<file path="config.mk">
export PLATFORM = sky130hd
export DESIGN_NAME = pld_top
export DESIGN_NICKNAME = d
export VERILOG_FILES = /design/src/design/pld_pkg.sv /design/src/design/pld_qualify.sv /design/src/design/pld_top.sv
export SDC_FILE = /design/constraint.sdc
export NUM_CORES = 1
export LEC_CHECK = 0
export ABC_AREA = 1
export ABC_CLOCK_PERIOD_IN_PS = 3940
export BUFFER_PORTS_ARGS = -buffer_cell sky130_fd_sc_hd__buf_2
export CORE_AREA = 2 2 145 76
export CTS_CLUSTER_SIZE = 16
export DETAILED_ROUTE_END_ITERATION = 16
export DIE_AREA = 0 0 147 78
export PLACE_DENSITY_LB_ADDON = 0.08
export REMOVE_ABC_BUFFERS = 1
export SYNTH_ARGS = -nofsm -noshare
export SYNTH_HDL_FRONTEND = slang
export SYNTH_HIERARCHICAL = 1
export SYNTH_SLANG_ARGS = --single-unit
</file>
<file path="constraint.sdc">
create_clock -name aclk -period 3.94 [get_ports aclk]
set_input_delay 0.197 -clock aclk [delete_from_list [all_inputs] [get_ports aclk]]
set_output_delay 0.197 -clock aclk [all_outputs]
set_load 0.01 [all_outputs]
</file>
<file path="src/design/pld_pkg.sv">
/*
  Constants, register map and types for the second-loop lock detector control block.
  Assumes a 40 MHz bus clock and phase error samples already taken into that domain.
*/
package pld_pkg;

  // ------------------------------------------------------------------
  // Bus geometry
  // ------------------------------------------------------------------
  localparam int ADDR_W = 12;
  localparam int IDX_W = 9;
  localparam int IDX_LSB = 2;
  localparam int IDX_MSB = 10;
  localparam logic [1:0] RESP_OKAY = 2'h0;
  localparam logic [1:0] RESP_SLVERR = 2'h2;

  // ------------------------------------------------------------------
  // Register indices, byte address is four times the index
  // ------------------------------------------------------------------
  localparam logic [IDX_W-1:0] IDX_PD_CTRL = 9'h169;
  localparam logic [IDX_W-1:0] IDX_CNT_HI = 9'h16a;
  localparam logic [IDX_W-1:0] IDX_CNT_LO = 9'h16b;
  localparam logic [IDX_W-1:0] IDX_PIN_SEL = 9'h16e;
  localparam logic [IDX_W-1:0] IDX_STATUS = 9'h170;
  localparam logic [IDX_W-1:0] IDX_MASK = 9'h171;

  // ------------------------------------------------------------------
  // Reset values and writable bits
  // ------------------------------------------------------------------
  localparam logic [7:0] CTRL_RST = 8'h58;
  localparam logic [7:0] CNT_HI_RST = 8'h20;
  localparam logic [7:0] CNT_LO_RST = 8'h00;
  localparam logic [7:0] PIN_SEL_RST = 8'h06;
  localparam logic [7:0] MASK_RST = 8'h00;
  localparam logic [7:0] CTRL_WMASK = 8'h7f;
  localparam logic [7:0] CNT_HI_WMASK = 8'h3f;
  localparam logic [7:0] MASK_WMASK = 8'h03;

  // ------------------------------------------------------------------
  // Field positions
  // ------------------------------------------------------------------
  localparam int CTRL_EN_BIT = 0;
  localparam int CTRL_HIZ_BIT = 1;
  localparam int CTRL_SLOPE_BIT = 2;
  localparam int CTRL_WIN_LSB = 5;
  localparam int CTRL_WIN_MSB = 6;
  localparam int CNT_HI_MSB = 5;
  localparam int SEL_LSB = 3;
  localparam int SEL_MSB = 7;
  localparam int CNT_W = 14;

  // ------------------------------------------------------------------
  // Selector codes and window sizes
  // ------------------------------------------------------------------
  localparam logic [4:0] SEL_LOW = 5'h00;
  localparam logic [4:0] SEL_OTHER = 5'h01;
  localparam logic [4:0] SEL_LOCK = 5'h02;
  localparam logic [4:0] SEL_BOTH = 5'h03;
  localparam logic [1:0] WIN_RSVD = 2'h0;
  localparam logic [1:0] WIN_1 = 2'h1;
  localparam logic [1:0] WIN_2 = 2'h2;
  localparam logic [1:0] WIN_3 = 2'h3;
  localparam logic [11:0] WIN_1_PS = 12'h3e8;
  localparam logic [11:0] WIN_2_PS = 12'h708;
  localparam logic [11:0] WIN_3_PS = 12'ha28;

  // ------------------------------------------------------------------
  // Status bits
  // ------------------------------------------------------------------
  localparam int ST_GAINED_BIT = 0;
  localparam int ST_LOST_BIT = 1;

  typedef enum logic [1:0] {
    PLD_WR_IDLE = 2'b01,
    PLD_WR_RESP = 2'b10
  } pld_wr_t;

endpackage

</file>
<file path="src/design/pld_qualify.sv">
/*
  Lock qualification counter: counts consecutive in-window phase comparisons.
  Assumes one strobe per phase detector cycle, synchronous to clk.
*/
`timescale 1ns/100ps
module pld_qualify (
  // Clock and reset
  input wire logic aclk,
  input wire logic aresetn,
  // Comparison stream
  input wire logic enable,
  input wire logic strobe,
  input wire logic in_window,
  input wire logic [pld_pkg::CNT_W-1:0] target,
  // Result
  output logic locked
);
  import pld_pkg::*;

  typedef struct packed {
    logic [CNT_W-1:0] cnt;
    logic locked;
  } pld_qual_st_t;

  pld_qual_st_t r_reg;
  pld_qual_st_t r_next;

  always_comb begin
    r_next = r_reg;
    if (!enable) begin
      r_next.cnt = '0;
      r_next.locked = 1'b0;
    end else if (strobe) begin
      if (!in_window) begin
        r_next.cnt = '0;
        r_next.locked = 1'b0;
      end else if (target != '0) begin
        if (r_reg.cnt < target) begin
          r_next.cnt = r_reg.cnt + 14'h1;
        end
        if (r_next.cnt >= target) begin
          r_next.locked = 1'b1;
        end
      end
    end
  end

  always_ff @(posedge aclk) begin
    if (!aresetn) begin
      r_reg <= '0;
    end else begin
      r_reg <= r_next;
    end
  end

  assign locked = r_reg.locked;
endmodule

</file>
<file path="src/design/pld_top.sv">
/*
  Second-loop phase detector control, lock detector and status pin selector.
  Registers over AXI4-Lite; phase error samples arrive synchronous to aclk.
*/
// Local design decision: the AXI4-Lite register port.
`timescale 1ns/100ps
module pld_top (
  // Clock and reset
  input wire logic aclk,
  input wire logic aresetn,
  // Write address channel
  input wire logic [pld_pkg::ADDR_W-1:0] s_axi_awaddr,
  input wire logic s_axi_awvalid,
  output logic s_axi_awready,
  // Write data channel
  input wire logic [31:0] s_axi_wdata,
  input wire logic [3:0] s_axi_wstrb,
  input wire logic s_axi_wvalid,
  output logic s_axi_wready,
  // Write response channel
  output logic [1:0] s_axi_bresp,
  output logic s_axi_bvalid,
  input wire logic s_axi_bready,
  // Read address channel
  input wire logic [pld_pkg::ADDR_W-1:0] s_axi_araddr,
  input wire logic s_axi_arvalid,
  output logic s_axi_arready,
  // Read data channel
  output logic [31:0] s_axi_rdata,
  output logic [1:0] s_axi_rresp,
  output logic s_axi_rvalid,
  input wire logic s_axi_rready,
  // Phase comparison input
  input wire logic pd_strobe,
  input wire logic [11:0] phase_err_ps,
  input wire logic other_lock_in,
  // Charge pump control
  output logic pump_slope_select,
  output logic pump_high_impedance,
  // Lock outputs
  output logic digital_lock_indication,
  output logic second_lock_status_pin,
  output logic irq
);
  import pld_pkg::*;

  typedef struct packed {
    pld_wr_t wr;
    logic aw_got;
    logic w_got;
    logic [IDX_W-1:0] aw_idx;
    logic [7:0] wdat;
    logic wstb;
    logic awready;
    logic wready;
    logic bvalid;
    logic [1:0] bresp;
    logic arready;
    logic rvalid;
    logic [1:0] rresp;
    logic [31:0] rdata;
    logic [7:0] ctrl;
    logic [7:0] cnt_hi;
    logic [7:0] cnt_lo;
    logic [7:0] pin_sel;
    logic [7:0] mask;
    logic [1:0] sticky;
    logic lock_d;
    logic pin;
    logic irq;
  } pld_top_st_t;

  localparam pld_top_st_t ST_RST = '{
    wr: PLD_WR_IDLE,
    aw_got: 1'b0,
    w_got: 1'b0,
    aw_idx: '0,
    wdat: 8'h00,
    wstb: 1'b0,
    awready: 1'b0,
    wready: 1'b0,
    bvalid: 1'b0,
    bresp: RESP_OKAY,
    arready: 1'b0,
    rvalid: 1'b0,
    rresp: RESP_OKAY,
    rdata: 32'h0000_0000,
    ctrl: CTRL_RST,
    cnt_hi: CNT_HI_RST,
    cnt_lo: CNT_LO_RST,
    pin_sel: PIN_SEL_RST,
    mask: MASK_RST,
    sticky: 2'h0,
    lock_d: 1'b0,
    pin: 1'b0,
    irq: 1'b0
  };

  pld_top_st_t r_reg;
  pld_top_st_t r_next;

  logic lock_q;
  logic det_en;
  logic in_win;
  logic [11:0] window_ps;
  logic [4:0] sel;
  logic [CNT_W-1:0] target;
  logic [IDX_W-1:0] ar_idx;

  // ------------------------------------------------------------------
  // Detector configuration
  // ------------------------------------------------------------------
  always_comb begin
    sel = r_reg.pin_sel[SEL_MSB:SEL_LSB];
    target = {r_reg.cnt_hi[CNT_HI_MSB:0], r_reg.cnt_lo};
    ar_idx = s_axi_araddr[IDX_MSB:IDX_LSB];
    det_en = r_reg.ctrl[CTRL_EN_BIT];
    if (sel == SEL_LOCK || sel == SEL_BOTH) begin
      det_en = 1'b1;
    end
    case (r_reg.ctrl[CTRL_WIN_MSB:CTRL_WIN_LSB])
      WIN_1: window_ps = WIN_1_PS;
      WIN_2: window_ps = WIN_2_PS;
      WIN_3: window_ps = WIN_3_PS;
      default: window_ps = 12'h000;
    endcase
    // Reserved code never qualifies
    in_win = (r_reg.ctrl[CTRL_WIN_MSB:CTRL_WIN_LSB] != WIN_RSVD) && (phase_err_ps <= window_ps);
  end

  pld_qualify u_qualify (
    .aclk(aclk),
    .aresetn(aresetn),
    .enable(det_en),
    .strobe(pd_strobe),
    .in_window(in_win),
    .target(target),
    .locked(lock_q)
  );

  // ------------------------------------------------------------------
  // Bus slave, events and pin
  // ------------------------------------------------------------------
  always_comb begin
    logic clr_sticky;
    logic [1:0] set_ev;
    clr_sticky = 1'b0;
    set_ev = 2'h0;
    r_next = r_reg;
    if (s_axi_awvalid && r_reg.awready) begin
      r_next.aw_got = 1'b1;
      r_next.aw_idx = s_axi_awaddr[IDX_MSB:IDX_LSB];
    end
    if (s_axi_wvalid && r_reg.wready) begin
      r_next.w_got = 1'b1;
      r_next.wdat = s_axi_wdata[7:0];
      r_next.wstb = s_axi_wstrb[0];
    end
    case (r_reg.wr)
      PLD_WR_IDLE: begin
        if (r_next.aw_got && r_next.w_got) begin
          r_next.bresp = RESP_OKAY;
          case (r_next.aw_idx)
            IDX_PD_CTRL: begin
              if (r_next.wstb) begin
                r_next.ctrl = r_next.wdat & CTRL_WMASK;
              end
            end
            IDX_CNT_HI: begin
              if (r_next.wstb) begin
                r_next.cnt_hi = r_next.wdat & CNT_HI_WMASK;
              end
            end
            IDX_CNT_LO: begin
              if (r_next.wstb) begin
                r_next.cnt_lo = r_next.wdat;
              end
            end
            IDX_PIN_SEL: begin
              if (r_next.wstb) begin
                r_next.pin_sel = r_next.wdat;
              end
            end
            IDX_MASK: begin
              if (r_next.wstb) begin
                r_next.mask = r_next.wdat & MASK_WMASK;
              end
            end
            IDX_STATUS: begin
              r_next.bresp = RESP_OKAY;
            end
            default: begin
              r_next.bresp = RESP_SLVERR;
            end
          endcase
          r_next.aw_got = 1'b0;
          r_next.w_got = 1'b0;
          r_next.bvalid = 1'b1;
          r_next.wr = PLD_WR_RESP;
        end
      end
      PLD_WR_RESP: begin
        if (s_axi_bready) begin
          r_next.bvalid = 1'b0;
          r_next.wr = PLD_WR_IDLE;
        end
      end
      default: begin
        r_next.wr = PLD_WR_IDLE;
      end
    endcase
    r_next.awready = !r_next.aw_got && (r_next.wr == PLD_WR_IDLE);
    r_next.wready = !r_next.w_got && (r_next.wr == PLD_WR_IDLE);
    // Read path
    if (r_reg.rvalid && s_axi_rready) begin
      r_next.rvalid = 1'b0;
    end
    if (s_axi_arvalid && r_reg.arready) begin
      r_next.rvalid = 1'b1;
      r_next.rresp = RESP_OKAY;
      r_next.rdata = 32'h0000_0000;
      case (ar_idx)
        IDX_PD_CTRL: r_next.rdata[7:0] = r_reg.ctrl;
        IDX_CNT_HI: r_next.rdata[7:0] = r_reg.cnt_hi;
        IDX_CNT_LO: r_next.rdata[7:0] = r_reg.cnt_lo;
        IDX_PIN_SEL: r_next.rdata[7:0] = r_reg.pin_sel;
        IDX_MASK: r_next.rdata[7:0] = r_reg.mask;
        IDX_STATUS: begin
          r_next.rdata[2:0] = {lock_q, r_reg.sticky};
          clr_sticky = 1'b1;
        end
        default: r_next.rresp = RESP_SLVERR;
      endcase
    end
    r_next.arready = !r_next.rvalid;
    // Sticky events, set wins over a clearing read
    r_next.lock_d = lock_q;
    set_ev[ST_GAINED_BIT] = lock_q && !r_reg.lock_d;
    set_ev[ST_LOST_BIT] = !lock_q && r_reg.lock_d;
    r_next.sticky = (clr_sticky ? 2'h0 : r_reg.sticky) | set_ev;
    r_next.irq = |(r_next.sticky & r_next.mask[1:0]);
    // Status pin source
    case (sel)
      SEL_LOW: r_next.pin = 1'b0;
      SEL_OTHER: r_next.pin = other_lock_in;
      SEL_LOCK: r_next.pin = lock_q;
      SEL_BOTH: r_next.pin = lock_q && other_lock_in;
      default: r_next.pin = 1'b0;
    endcase
  end

  always_ff @(posedge aclk) begin
    if (!aresetn) begin
      r_reg <= ST_RST;
    end else begin
      r_reg <= r_next;
    end
  end

  // ------------------------------------------------------------------
  // Outputs
  // ------------------------------------------------------------------
  assign s_axi_awready = r_reg.awready;
  assign s_axi_wready = r_reg.wready;
  assign s_axi_bresp = r_reg.bresp;
  assign s_axi_bvalid = r_reg.bvalid;
  assign s_axi_arready = r_reg.arready;
  assign s_axi_rdata = r_reg.rdata;
  assign s_axi_rresp = r_reg.rresp;
  assign s_axi_rvalid = r_reg.rvalid;
  assign pump_slope_select = r_reg.ctrl[CTRL_SLOPE_BIT];
  assign pump_high_impedance = r_reg.ctrl[CTRL_HIZ_BIT];
  assign digital_lock_indication = lock_q;
  assign second_lock_status_pin = r_reg.pin;
  assign irq = r_reg.irq;

  logic [1:0] win_code;
  logic judged;
  assign win_code = r_reg.ctrl[CTRL_WIN_MSB:CTRL_WIN_LSB];
  assign judged = det_en && pd_strobe;
endmodule

</file>
==> run summary, run 1 <==
status: complete, no violations
Max-Cap Viols: 0
Critical Path AT: 3.35 ns
Placer Congestion: 0.914
ratio of cells with drive above 1 in the final layout: 15.1%
ANT nets after route: 0
via density per instance: 5.12
Reg power frac: 41.9%
slew margin rel.: 43.1%
Starting Density: 59.9%
Worst Path Max Fanout: 16
Layout Cells excl Fill: 1092
Final Hold Vio Count: 0
DP Cell Count: 1075
CP required: 4.21 ns
Cell Rows: 26
critical path class: flop to flop
power per cell area: 361 nW/µm²
HP Class: input port to flop
drt first pass iters: 5
DR DRC count: 0
cell with the most instances after synthesis: nand2_1
clock power share: 36.4%
Die Ht: 78 µm
total gr overflow: 0
Clock Latency Late Sink: 0.36 ns
I/O Buffers: 67
hold_buf cts: 0
Post-CTS Setup Inserts: 0
first-pass GRT wire length: 22900 µm
CTS H-Tree Depth: 3
Yosys top cell by area: dfxtp_1
IO Count: 127
top cell type's share of synthesized area: 29.1%
DP HPWL: 10300 µm
CTS root buffer: clkbuf_16
post-route setup TNS: 0 ns
Vias: 5589
RSZ-0062 raised after global routing: no
flops & latches, synth: 88
Final Skew: 0.0107 ns
DRT Wirelength: 13900 µm
crit share post-route: 78.3%
CP endpoint kind: flop
CTS clk-pin slew, worst paths: 0.08 ns
worst vdd ir: 0.336 mV
Final Max Slew Viols: 0
mean routed wirelength per cell: 12.7 µm
Post-Layout Inst Area: 6530 µm²
DP Area: 6230 µm²
largest net degree at the start of global routing: 38
sw power: 0.808 mW
clk sinks: 88
type of origin of the critical path: flop
initial antenna violation count: 0
Combinational Power Share: 21.8%
Area Overhead vs Synth: 8.05%
FFs w/ async S/R, synth: 0%
EDFF count, synth: 0
final worst path period need: 3.09 ns
leakage: 3.28 nW
number of synthesis warnings: 6
vias in the first global route: 4876
fmax: 0.324 GHz
number of nets in the layout: 1070
Post-synth top flop: dfxtp_1
post-CTS sizing: 0
clk buf depth: 2
CTS tree: yes
DR iter-0 viols: 311
full die area: 11500 µm²
Synth top cells by count: 189 x nand2_1, 129 x inv_1, 110 x nor2_1
core area: 10100 µm²
Int Pwr: 1.55 mW
TritonCTS buffer count: 9
number of distinct library cells after synthesis: 41
Area contributors post-synth: dfxtp_1 29%, nand2_1 12%, ha_1 8.9%
Die X: 147 µm
post-synthesis sequential area ratio: 29.1%
global router's overall resource usage: 24.9%
Synth Cell Area: 6040 µm²
syn_area_per_cell: 6.72 µm²
Largest register FFs: 54
Post-Synthesis Cells: 899
Final setup violation count: 0
Net Sw Frac: 34.3%
Worst Max-Slew Pin Slew: 0.845 ns
[stage by stage]
stage	total power, mW	util, %	hold slack [ns]	setup WS, ns
after detailed placement	1.52	61.8	0.456	0.887
after global placement	1.51	61.8	0.453	1.00
after global routing	2.48	64.7	0.161	0.499
after floorplan	1.38	-	0.282	1.43
after CTS	2.38	64.7	0.131	0.865
final	2.36	64.8	0.138	0.854
[power groups by stage]
stage / combinational (mW) / sequential, mW / clock, mW
finish: 0.513 / 0.986 / 0.857
global route: 0.582 / 0.993 / 0.902
CTS: 0.515 / 0.987 / 0.876
detailed placement: 0.509 / 1.01 / 0
global placement: 0.500 / 1.01 / 0
floorplan: 0.366 / 1.01 / 0
[cells by family (layout without fill, tap and decap cells)]
group           count (synthesis)  count (layout)  share of synthesized area (%)
compound gates                101             101                           8.74
xor+xnor                        7               7                           1.01
fa+ha+maj                      43              43                           8.90
buf+inv                       193             220                           15.5
flops                          88              88                           29.1
mux                             1               1                          0.166
other cells                     1              27                         0.0620
simple gates                  465             465                           36.5
[worst paths after layout]
path	from	endpoint	slack (ns)	cells after the start
min	s_axi_wdata[3]	r_reg[90]	0.14	3
max reg2reg	r_reg[42]	u_qualify/r_reg[2]	0.85	14
max	r_reg[42]	u_qualify/r_reg[2]	0.85	14
min reg2reg	s_axi_rdata[3]	s_axi_rdata[3]	0.47	2
[worst max-delay path, stage by stage, from the launching register on]
cell and delay, ns:
dfxtp_1 0.42, inv_1 0.11, ha_1 0.24, inv_1 0.08, o21ai_0 0.09, ha_1 0.30, nor3b_1 0.26, nand3_1 0.12
a21oi_1 0.29, nand4_1 0.13, nor2_1 0.09, nand2_1 0.08, nand2_1 0.47, nand2_1 0.12, a21oi_1 0.19
[metal layers]
metal	global-route usage [%]	vias to the layer above	routed length (µm)
met1	32.6	2510	6380
met2	42.5	169	6520
met3	4.94	14	854
met4	6.06	0	133
li1	-	2896	-
met5	0	-	0
[layout by cell type (no fill, tap or decap), drive strengths merged, types with 6 or more instances in the layout]
| cell | count |
|---|---|
| nand2 | 221 |
| inv | 138 |
| nor2 | 124 |
| dfxtp | 88 |
| nand3 | 81 |
| buf | 68 |
| a21oi | 50 |
| ha | 43 |
| o21ai | 43 |
| nand4 | 31 |
| conb | 26 |
| clkbuf | 9 |
| xor2 | 6 |
[final cells by class]
cell class / count / area, µm²
diodes: 1 / 2.50
clock buffers: 9 / 225
multi-input cells: 643 / 3440
well taps: 140 / 175
clock inverters: 7 / 72.6
repair buffers: 68 / 343
inverters: 136 / 512
flip-flops and latches: 88 / 1760
fillers: 951 / 3550
No activity file was read; power rests on OpenSTA's default activity.
==> run 2, diff against run 1 <==
Settings changed: ABC_AREA 1 to 0, ABC_CLOCK_PERIOD_IN_PS 3940 to 3000, CORE_AREA 2 2 145 76 to 2 2 146 77, DIE_AREA 0 0 147 78 to 0 0 148 79.
Clock period 3.94 ns to 3 ns, I/O delays scaled along.
==> run summary, run 2 <==
status: finished, violations left
failing checks: negative setup slack
mux cell area share after synthesis: 7.96%
Max-Cap Viols: 0
via density per instance: 5.68
RSZ-0062 raised after global routing: yes
Synth Area in Adders: 9.65%
TritonCTS buffer count: 9
worst vdd ir: 0.329 mV
final worst path period need: 3.07 ns
Die Ht: 79 µm
CP max-delay cell: dfxtp_2
drt first pass iters: 5
hold_buf cts: 0
Largest register FFs: 54
first-pass GRT wire length: 26000 µm
Critical Path AT: 3.31 ns
Compound-Gate Fraction of Synth Area: 18.5%
power per cell area: 428 nW/µm²
Area Overhead vs Synth: 25.1%
critical path class: flop to flop
Worst Path Max Fanout: 3
DRT Wirelength: 16600 µm
DP Area: 6300 µm²
Post-synth top flop: dfxtp_1
slew margin rel.: 35.3%
# diodes: 0
FFs w/ async S/R, synth: 0%
largest family of logic cells by synthesized area: simple AND/OR/NAND/NOR gates
Vias: 5224
clk buf depth: 2
ratio of cells with drive above 1 in the final layout: 31.0%
syn_area_per_cell: 8.52 µm²
DR DRC count: 0
cell mode on critical path: buf_4
post-layout util: 66.2%
number of synthesis warnings: 6
crit-path cells: inv_4 > ha_4 > a211o_1 > a21oi_2 > buf_4 > o211a_4 > o21ai_4 > buf_4 > nor2_2 > xor2_1 > ha_1 > a211oi_1 > o21ai_0 > a21oi_1 > nor3_1
Final Max Slew Viols: 0
ANT nets after route: 0
commonest non-fill, non-tap cell in the layout: nand2_1
number of buffers and inverters on the critical path: 3
full die area: 11700 µm²
CTS root buffer: clkbuf_16
initial antenna violation count: 0
largest net degree at the start of global routing: 23
clk sinks: 88
Area contributors post-synth: dfxtp_1 32%, ha_1 9.6%, nand2_1 6.0%
pre-CTS WS: -0.353 ns
CTS H-Tree Depth: 3
leakage: 3.15 nW
Die X: 148 µm
Synth Cell Area: 5580 µm²
type of origin of the critical path: flop
Synth Area in Simple Gates: 20.7%
Final Skew: 0.00981 ns
Placer Congestion: 0.947
Yosys top cell by area: dfxtp_1
CP endpoint kind: flop
vias in the first global route: 4820
Worst Max-Slew Pin Slew: 0.969 ns
fmax: 0.325 GHz
mean routed wirelength per cell: 18.1 µm
Clock Latency Late Sink: 0.35 ns
number of nets in the layout: 893
XOR/XNOR share of the synthesized area: 2.04%
Post-Layout Inst Area: 6980 µm²
I/O Buffers: 67
DR iter-0 viols: 392
Final WS setup: -0.0734 ns
crit share post-route: 102%
post-route setup TNS: -0.156 ns
top cell type's share of synthesized area: 31.6%
DP HPWL: 12800 µm
CTS clk-pin slew, worst paths: 0.07 ns
cell with the most instances after synthesis: nand2_1
most frequent cells in the layout: 87 x nand2_1, 79 x dfxtp_1, 68 x buf_4
core area: 10500 µm²
Synth top cells by count: 89 x nand2_1, 88 x dfxtp_1, 43 x ha_1
IO Count: 127
HP Class: input port to flop
EDFF count, synth: 0
crit-path max cell delay: 0.36 ns
Cell Rows: 27
Top delay family on crit path: compound AO/OA/AOI/OAI gates
total power: 2.98 mW
CTS tree: yes
CP required: 3.23 ns
global router's overall resource usage: 29.2%
flops & latches, synth: 88
Post-Synthesis Cells: 655
Final setup violation count: 5
Starting Density: 52.9%
Final Hold Vio Count: 0
post-synthesis sequential area ratio: 31.6%
number of distinct library cells after synthesis: 78
total gr overflow: 0
-- run 2: worst reg2reg max path: stages, from the launching register on --
cell and delay [ns]:
dfxtp_2 0.36, inv_4 0.05, ha_4 0.21, a211o_1 0.27, a21oi_2 0.16, buf_4 0.17, o211a_4 0.21, o21ai_4 0.09
buf_4 0.16, nor2_2 0.13, xor2_1 0.29, ha_1 0.31, a211oi_1 0.19, o21ai_0 0.12, a21oi_1 0.18, nor3_1 0.06
-- run 2: final timing paths --
kind	end	slack, ns	from	cells past startpoint
worst min register to register	r_reg[102]	0.46	r_reg[102]	2
worst min-delay path	r_reg[102]	0.05	s_axi_awaddr[9]	3
worst max-delay path	u_qualify/locked	-0.07	r_reg[28]	15
worst max register to register	u_qualify/locked	-0.07	r_reg[28]	15
-- run 2: final cells by class --
class                      count  area, µm²
multi-input combinational    491       3650
fill                         909       3560
sequential                    88       1780
timing repair buffer         141        913
clock buffer                   9        225
tap                          145        181
inverter                      38        150
clock inverter                 7       77.6
-- run 2: per-layer routing --
metal | track usage, % | part of all wire (%) | routed length (µm) | vias to the layer above
li1 | - | - | - | 2517
met1 | 45.8 | 52 | 8590 | 2459
met2 | 37.7 | 37 | 6150 | 239
met3 | 9.54 | 11 | 1840 | 9
met4 | 5.24 | 0.49 | 82 | 0
met5 | 0 | 0 | 0 | -
-- run 2: what timing repair did --
action | in CTS | in global routing
setup buffers | 5 | 1
pin swaps | 27 | 28
gates cloned | 1 | 0
endpoints found under the setup margin | 15 | 15
gates resized for setup | 47 | 26
-- run 2: metrics by stage --
| step | cells | hold slack (ns) |
|---|---|---|
| floorplan | 617 | 0.212 |
| global placement | 896 | 0.404 |
| detailed placement | 896 | 0.409 |
| CTS | 918 | 0.0464 |
| global route | 919 | 0.0767 |
| finish | 919 | 0.0522 |
-- run 2: logic make-up (layout without fill, tap and decap cells) --
| group | Yosys count | count (layout) |
|---|---|---|
| compound gates | 142 | 142 |
| xor+xnor | 13 | 13 |
| fa+ha+maj | 43 | 43 |
| buf+inv | 101 | 195 |
| flops | 88 | 88 |
| mux | 43 | 43 |
| other cells | 1 | 26 |
| simple gates | 224 | 224 |
-- run 2: report_power, final --
group	switching [mW]	internal, mW
combinational	0.325	0.208
sequential	0.0538	1.24
clock	0.506	0.655
